### config.mk
export PLATFORM = sky130hd
export DESIGN_NAME = plc_event_interrupt_dispatch
export DESIGN_NICKNAME = d
export VERILOG_FILES = /design/src/plc_irq_pkg.sv /design/src/evq_if.sv /design/src/plc_event_queue.sv /design/src/plc_event_interrupt_dispatch.sv
export VERILOG_INCLUDE_DIRS = /design/src
export SDC_FILE = /design/constraint.sdc
export NUM_CORES = 1
export LEC_CHECK = 0
export ABC_AREA = 1
export BUFFER_PORTS_ARGS = -buffer_cell sky130_fd_sc_hd__buf_2
export CORE_UTILIZATION = 45
export DETAILED_ROUTE_END_ITERATION = 8
export MAX_ROUTING_LAYER = met4
export PLACE_DENSITY_LB_ADDON = 0.08
export SLEW_MARGIN = 20
export SYNTH_ARGS = -nofsm -noshare
export SYNTH_HDL_FRONTEND = slang
export SYNTH_SLANG_ARGS = --single-unit
### constraint.sdc
create_clock -name clk -period 25.3 [get_ports clk]
set_input_delay 5.06 -clock clk [delete_from_list [all_inputs] [get_ports clk]]
set_output_delay 5.06 -clock clk [all_outputs]
set_load 0.05 [all_outputs]
### src/plc_irq_regs.svh
/*
 * Constants of the event interrupt dispatcher: event range, routine range,
 * field widths and reset values.
 * Assumes: included by bare name from the package and the design modules.
 */
`ifndef PLC_IRQ_REGS_SVH
`define PLC_IRQ_REGS_SVH

// event numbers 0 to 26
`define IRQ_EVT_COUNT 27
`define IRQ_EVT_MAX 5'h1a
`define IRQ_EVT_W 5

// routine numbers 0 to 127
`define IRQ_ROUTINE_W 7

// reset values and queue depth
`define IRQ_GLOBAL_EN_RST 1'b0
`define IRQ_ROUTINE_RST 7'h00
`define IRQ_QUEUE_DEPTH 32

`endif

### src/plc_irq_pkg.sv
/*
 * Types shared by the dispatcher and its event queue: operation codes and
 * dispatcher states.
 * Assumes: plc_irq_regs.svh is on the include path.
 */
`include "plc_irq_regs.svh"

package plc_irq_pkg;

	// operation presented by the instruction sequencer
	typedef enum logic [2:0]
	{
		op_none,
		link_event_op,
		unlink_event_op,
		global_irq_enable_op,
		global_irq_disable_op,
		conditional_return,
		unconditional_return
	} irq_op_t;

	// dispatcher state
	typedef enum logic
	{
		st_main,
		st_routine
	} disp_state_t;

	typedef logic [`IRQ_EVT_W-1:0] evt_num_t;
	typedef logic [`IRQ_ROUTINE_W-1:0] routine_num_t;

endpackage

### src/evq_if.sv
/*
 * Carrier between the dispatcher and its ordered event queue.
 * Assumes: one clock domain; the queue answers combinationally.
 */
`timescale 1ns/100ps
`default_nettype none

interface evq_if;
	import plc_irq_pkg::*;

	logic push; // write one event number
	evt_num_t push_event; // event to write
	logic pop; // drop head entry
	evt_num_t head_event; // oldest entry
	logic empty; // nothing queued
	logic full; // no room

	modport producer
	(
		output push,
		output push_event,
		output pop,
		input head_event,
		input empty,
		input full
	);

	modport store
	(
		input push,
		input push_event,
		input pop,
		output head_event,
		output empty,
		output full
	);
endinterface

`default_nettype wire

### src/plc_event_queue.sv
/*
 * First-in first-out store of event numbers awaiting dispatch.
 * Assumes: producer never pushes when full nor pops when empty.
 */
`timescale 1ns/100ps
`default_nettype none

`include "plc_irq_regs.svh"

module plc_event_queue
#(
	parameter int DEPTH = `IRQ_QUEUE_DEPTH
)
(
	input wire logic clk,
	input wire logic reset,
	evq_if.store q
);
	import plc_irq_pkg::*;

	localparam int AW = $clog2(DEPTH);

	evt_num_t mem_r [DEPTH]; // queued event numbers
	logic [AW-1:0] wr_ptr_r; // next free slot
	logic [AW-1:0] rd_ptr_r; // oldest slot
	logic [AW:0] count_r; // entries held

	// storage array, no reset needed
	always_ff @(posedge clk)
	begin
		if (q.push)
			mem_r[wr_ptr_r] <= q.push_event;
	end

	// pointers wrap; depth is a power of two by default
	always_ff @(posedge clk or posedge reset)
	begin
		if (reset)
		begin
			wr_ptr_r <= '0;
			rd_ptr_r <= '0;
			count_r <= '0;
		end
		else
		begin
			if (q.push)
				wr_ptr_r <= (wr_ptr_r == AW'(DEPTH - 1)) ? '0 : wr_ptr_r + 1'b1;
			if (q.pop)
				rd_ptr_r <= (rd_ptr_r == AW'(DEPTH - 1)) ? '0 : rd_ptr_r + 1'b1;
			if (q.push && !q.pop)
				count_r <= count_r + 1'b1;
			else if (q.pop && !q.push)
				count_r <= count_r - 1'b1;
		end
	end

	assign q.head_event = mem_r[rd_ptr_r];
	assign q.empty = (count_r == '0);
	assign q.full = (count_r == (AW+1)'(DEPTH));
endmodule

`default_nettype wire

### src/plc_event_interrupt_dispatch.sv
/*
 * Event interrupt dispatcher of the controller CPU: event-to-routine table,
 * per-event and global enables, ordered queue of occurrences, dispatch at
 * instruction boundaries, context save and restore, conditional and
 * unconditional return.
 * Assumes: operations, run entry and event pulses come from logic on clk;
 * insn_boundary marks the gap between two instructions; the sequencer jumps
 * to dispatch_routine_r when dispatch_r pulses and loads ctx_restore_data_r
 * when ctx_restore_r pulses.
 */
`timescale 1ns/100ps
`default_nettype none

`include "plc_irq_regs.svh"

// Summary of operation
// - link stores routine for event, sets enable
// - unlink clears event enable; later occurrences ignored
// - global enable allows dispatch of linked events
// - globally disabled: queue occurrences, start no routine
// - entering run clears the global enable
// - routine numbers 0 to 127 are entry points
// - save context on entry, restore on return
// - conditional return only when logic result true
// - dispatch only between instructions, never inside
// - relink replaces link; latest routine runs
module plc_event_interrupt_dispatch
#(
	parameter int CTX_W = 64,
	parameter int QUEUE_DEPTH = `IRQ_QUEUE_DEPTH
)
(
	input wire logic clk,
	input wire logic reset,
	input wire logic op_valid,
	input wire plc_irq_pkg::irq_op_t op_code,
	input wire plc_irq_pkg::evt_num_t op_event,
	input wire plc_irq_pkg::routine_num_t op_routine,
	input wire logic logic_result,
	input wire logic insn_boundary,
	input wire logic run_entry,
	input wire logic [`IRQ_EVT_COUNT-1:0] event_pulse,
	input wire logic [CTX_W-1:0] ctx_live,
	output logic dispatch_r,
	output plc_irq_pkg::routine_num_t dispatch_routine_r,
	output logic in_routine_r,
	output logic return_r,
	output logic ctx_restore_r,
	output logic [CTX_W-1:0] ctx_restore_data_r,
	output logic global_en_r,
	output logic [`IRQ_EVT_COUNT-1:0] event_en_r
);
	import plc_irq_pkg::*;

	localparam int N = `IRQ_EVT_COUNT;

	routine_num_t routine_tab_r [N]; // routine linked to each event
	logic [N-1:0] pending_r; // occurrences not yet in the queue
	logic [N-1:0] push_sel; // one-hot: pending bit moving to queue
	logic push_any; // a pending bit moves this cycle
	evt_num_t push_idx; // its event number
	disp_state_t state_r; // main program or inside a routine
	logic [CTX_W-1:0] ctx_save_r; // context of interrupted program
	logic op_link; // decoded link operation, in range
	logic op_unlink; // decoded unlink operation, in range
	logic do_pop; // head leaves the queue
	logic do_dispatch; // head starts its routine
	logic do_return; // routine hands back control

	evq_if evq ();

	plc_event_queue #(.DEPTH(QUEUE_DEPTH)) u_queue
	(
		.clk(clk),
		.reset(reset),
		.q(evq.store)
	);

	// operations with an event outside 0..26 are ignored
	assign op_link = op_valid && (op_code == link_event_op) && (op_event <= `IRQ_EVT_MAX);
	assign op_unlink = op_valid && (op_code == unlink_event_op) && (op_event <= `IRQ_EVT_MAX);

	// per-event table entry, enable and pending latch
	genvar gi;
	generate
		for (gi = 0; gi < N; gi++)
		begin : g_evt
			// relink simply overwrites, so only the newest routine is kept
			always_ff @(posedge clk or posedge reset)
			begin
				if (reset)
					routine_tab_r[gi] <= `IRQ_ROUTINE_RST;
				else if (op_link && op_event == evt_num_t'(gi))
					routine_tab_r[gi] <= op_routine;
			end

			// link sets, unlink clears the individual enable
			always_ff @(posedge clk or posedge reset)
			begin
				if (reset)
					event_en_r[gi] <= 1'b0;
				else if (op_link && op_event == evt_num_t'(gi))
					event_en_r[gi] <= 1'b1;
				else if (op_unlink && op_event == evt_num_t'(gi))
					event_en_r[gi] <= 1'b0;
			end

			// recorded whatever the global enable; a new occurrence wins
			// over the move to the queue, so none is lost in that cycle
			always_ff @(posedge clk or posedge reset)
			begin
				if (reset)
					pending_r[gi] <= 1'b0;
				else if (event_pulse[gi] && event_en_r[gi])
					pending_r[gi] <= 1'b1;
				else if (push_sel[gi])
					pending_r[gi] <= 1'b0;
			end
		end
	endgenerate

	// lowest pending event enters the queue, one per cycle;
	// a full queue holds it back, so repeats of it merge meanwhile
	always_comb
	begin
		push_sel = '0;
		push_any = 1'b0;
		push_idx = '0;
		for (int i = N - 1; i >= 0; i--)
		begin
			if (pending_r[i] && !evq.full)
			begin
				push_any = 1'b1;
				push_idx = evt_num_t'(i);
			end
		end
		if (push_any)
			push_sel[push_idx] = 1'b1;
	end

	assign evq.push = push_any;
	assign evq.push_event = push_idx;

	// head leaves only between instructions, with the global enable set
	// and no routine running; an unlinked head is dropped, not run
	assign do_pop = (state_r == st_main) && global_en_r && !evq.empty && insn_boundary;
	assign do_dispatch = do_pop && event_en_r[evq.head_event];
	assign evq.pop = do_pop;

	// either return form ends the routine; conditional needs a true result
	always_comb
	begin
		do_return = 1'b0;
		if (state_r == st_routine && op_valid)
		begin
			case (op_code)
				unconditional_return: do_return = 1'b1;
				conditional_return: do_return = logic_result;
				default: do_return = 1'b0;
			endcase
		end
	end

	// dispatcher state
	always_ff @(posedge clk or posedge reset)
	begin
		if (reset)
			state_r <= st_main;
		else
		begin
			case (state_r)
				st_main:
					if (do_dispatch)
						state_r <= st_routine;
				st_routine:
					if (do_return)
						state_r <= st_main;
				default:
					state_r <= st_main;
			endcase
		end
	end

	// run entry beats an enable in the same cycle
	always_ff @(posedge clk or posedge reset)
	begin
		if (reset)
			global_en_r <= `IRQ_GLOBAL_EN_RST;
		else if (run_entry)
			global_en_r <= 1'b0;
		else if (op_valid && op_code == global_irq_disable_op)
			global_en_r <= 1'b0;
		else if (op_valid && op_code == global_irq_enable_op)
			global_en_r <= 1'b1;
	end

	// context capture at entry and give-back at return
	always_ff @(posedge clk or posedge reset)
	begin
		if (reset)
		begin
			ctx_save_r <= '0;
			ctx_restore_data_r <= '0;
			ctx_restore_r <= 1'b0;
		end
		else
		begin
			ctx_restore_r <= do_return;
			if (do_dispatch)
				ctx_save_r <= ctx_live;
			if (do_return)
				ctx_restore_data_r <= ctx_save_r;
		end
	end

	// dispatch and return strobes towards the sequencer
	always_ff @(posedge clk or posedge reset)
	begin
		if (reset)
		begin
			dispatch_r <= 1'b0;
			dispatch_routine_r <= `IRQ_ROUTINE_RST;
			return_r <= 1'b0;
			in_routine_r <= 1'b0;
		end
		else
		begin
			dispatch_r <= do_dispatch;
			return_r <= do_return;
			if (do_dispatch)
				dispatch_routine_r <= routine_tab_r[evq.head_event];
			if (do_dispatch)
				in_routine_r <= 1'b1;
			else if (do_return)
				in_routine_r <= 1'b0;
		end
	end
endmodule

`default_nettype wire

==> results.md <==
- Mux cell area share after synthesis: 0
- Antenna Nets Post-Route: 0
- Count leader, synth: nand2_1
- Clock-pin transition on the worst setup and hold timing paths: 0.06 ns
- Reg2reg start: u_queue.rd_ptr_r[0]
- Post-synth EDFFs: 160
- Leakage power: 12.8 nW
- Clock sinks: 559
- Sequential fraction of the synthesis area: 0.602
- Worst vdd ir: 68.0 uV
- Cell family with most CP delay: simple AND/OR/NAND/NOR gates
- Post-CTS Resized: 0
- Post-Syn Instances: 2663
- R2R setup slack: 19.02 ns
- Die X: 236 um
- Number of max-capacitance violations reported: 0
- Unrepaired setup endpoints after global routing: false
- Tot Pwr: 3.44 mW
- CTS Buf Count: 60
- Final WL: 68.0 mm
- Dpl cells: 3442
- Initial antenna violation count: 1
- Kind of critical path: input pin to flip-flop
- Hold Path Sink: ctx_restore_data_r[61]
- Share of the synthesized area in the top cell type: 0.407
- Buf/Inv on CP: 4
- Synth Warn #: 0
- P&R area growth vs syn: 13.2%
- Die area: 55500 um^2
- Crit-path cells: buf_2 -> inv_1 -> nor2_1 -> inv_1 -> nor2_1 -> inv_1 -> o2111ai_1 -> nand2_1 -> nor2_2 -> nand4_1 -> o21ai_0
- Post-synth cell types: 44
- Mapped cell area: 24600 um^2
- Crit path time final: 7.72 ns
- Adder-cell share of the synthesized area: 0.00693
- Crit-path slowest cell: nor2_2
- Cell area power density: 124 nW/um^2
- Synth Flop Type: dfrtp_1
- Starting Density: 0.456
- Final setup fails: 0
- First-pass GRT wire length: 106 mm
- Reg2reg end: ctx_save_r[30]
- Root Driver: clkbuf_16
- WHS: 0.465 ns
- Largest net degree at the start of global routing: 106
- Area share of xor/xnor cells in the synthesized design: 0.000713
- Post-CTS setup buffers: 0
- DR WL/cell: 19.1 um
- DRC: 0
- Gpl congestion: 0.878
- DR pass1 iterations: 6
- Crit share post-route: 0.305
- CTS Hold Bufs: 0
- Number of vias per cell: 5.38
- Max Root-Sink Buffers: 3
- Post-Layout Cell Count: 3557
- Synth top cells by count: nand2_1, o21ai_0, dfrtp_1, nor2_1, inv_1
- Vias in the first global route: 18200
- Hold_sp: ctx_save_r[61]
- Max-slew headroom: 0.296
- Core area: 53900 um^2
- Core Rows: 85
- Htree depth: 2
- Die H: 236 um
- Final core utilization: 0.516
- Worst endpoint data arrival time: 8.23 ns
- Syn_area_per_cell: 9.22 um^2
- Slew Limit Fails: 0
- CP required: 25.81 ns
- Length in cells of the worst reg-to-reg path: 20
- Setup_tns: 0 ns
- Post-synthesis async set-or-reset flop share: 0.714
- Compound-Gate Fraction of Synth Area: 0.141
- Total track usage: 0.253
- Io pins: 215
- Number of DRC markers in iteration 0: 1621
- CP endpoint kind: flip-flop
- Clk_lat worst skew: 0.62 ns
- Clock Skews: 0.0115 ns
- Routed via count: 19100
- CTS tree: built
- Synth top area cells: dfrtp_1, edfxtp_1, nand2_1
- Total grt overflow: 0
- Worst-margin pin slew: 1.05 ns
- Fmax: 0.129 GHz
- Final Hold Fails: 0
- PortBufs: 214
- Largest family of logic cells by synthesized area: simple AND/OR/NAND/NOR gates
- Detailed Place HPWL: 43.2 mm
- Run status: finished, final reports clean
- CP dominant cell by count: inv_1
- Critical path launch point type: input pin
- Share of cells above drive strength 1: 0.143
- Simple-gate share of the synthesized area: 0.189
- Syn Nets: 2788
- Hold Crit Class: flip-flop to flip-flop
- Slowest stage delay, CP: 0.80 ns
- Dominant cell type by area after synthesis: dfrtp_1
- Max FO, Critical Path: 27
- Worst Hold Path Cells: 2
- Yosys reg bits: 559
- Fin nets: 2933
[cells by family (layout without fill, tap and decap cells)]
group,count (synthesis),in the layout
other cells,0,1
fa+ha+maj,13,13
simple gates,1146,1146
compound gates,617,617
flops,559,559
buf+inv,326,523
xor+xnor,2,2
[state kept, by name (all words and copies together), names as in the netlist]
register            cells
pending_r              27
routine_tab_r         189
return_r                1
event_en_r             27
u_queue.wr_ptr_r        5
dispatch_routine_r      7
dispatch_r              1
u_queue.mem_r         160
state_r                 1
u_queue.count_r         6
u_queue.rd_ptr_r        5
global_en_r             1
ctx_save_r             64
ctx_restore_data_r     64
in_routine_r            1
[cells in the final DEF (no fill, tap or decap), drive strengths merged]
cell type,n
nand2,766
o21ai,485
dfrtp,399
buf,239
nor2,220
inv,170
edfxtp,160
nand3,91
clkbuf,73
a21oi,35
clkinv,33
nor3,32
nand4,31
o22ai,31
o221ai,23
o211ai,18
ha,12
a31oi,10
a221oi,5
clkinvlp,4
bufinv,4
o2111ai,3
nor4,3
o31ai,2
a32o,2
and3,2
diode,1
a211oi,1
a21boi,1
nor3b,1
xnor2,1
a311oi,1
xor2,1
fa,1
[metrics by stage]
stage	setup slack [ns]	cell area, um^2
after floorplan	9.14	24600
after global placement	17.18	25900
after detailed placement	17.06	25900
after CTS	17.74	27800
after global routing	17.28	27800
final	17.58	27800
[worst max-delay path by stage]
stage	startpoint	to	slack, ns	cells after the start
floorplan	reset	ctx_restore_data_r[0]	9.14	1
global placement	op_event[1]	routine_tab_r[66]	17.18	11
detailed placement	op_event[1]	routine_tab_r[149]	17.06	11
CTS	op_event[1]	routine_tab_r[177]	17.74	11
global route	op_event[1]	routine_tab_r[45]	17.28	11
finish	op_event[1]	routine_tab_r[18]	17.58	11
[per-layer routing]
metal  global-route usage  vias up  share of wire
met1                0.336     9304           0.44
met4               0.0737        0          0.024
met5                    -        -              0
met3               0.0326       89          0.053
met2                0.407      549           0.48
li1                     -     9190              -
[report_power, final]
group	internal (mW)	switching [mW]
sequential	1.06	0.0671
clock	0.489	0.362
combinational	0.379	1.08
[final cells by class]
class                   count  area, um^2
clock inverters            41         304
inverters                 170         653
diodes                      1        2.50
repair buffers            239        1260
fillers                  4991       26100
clock buffers              73        1600
flip-flops and latches    559       14800
well taps                 696         871
multi-input cells        1778        8320
[worst min-delay path, delay by kind of cell, from the launching register on]
family / cells / cell delay, ns
flip-flops: 1 / 0.34
AND/OR/NAND/NOR: 2 / 0.10
No activity file was read; power rests on OpenSTA's default activity.
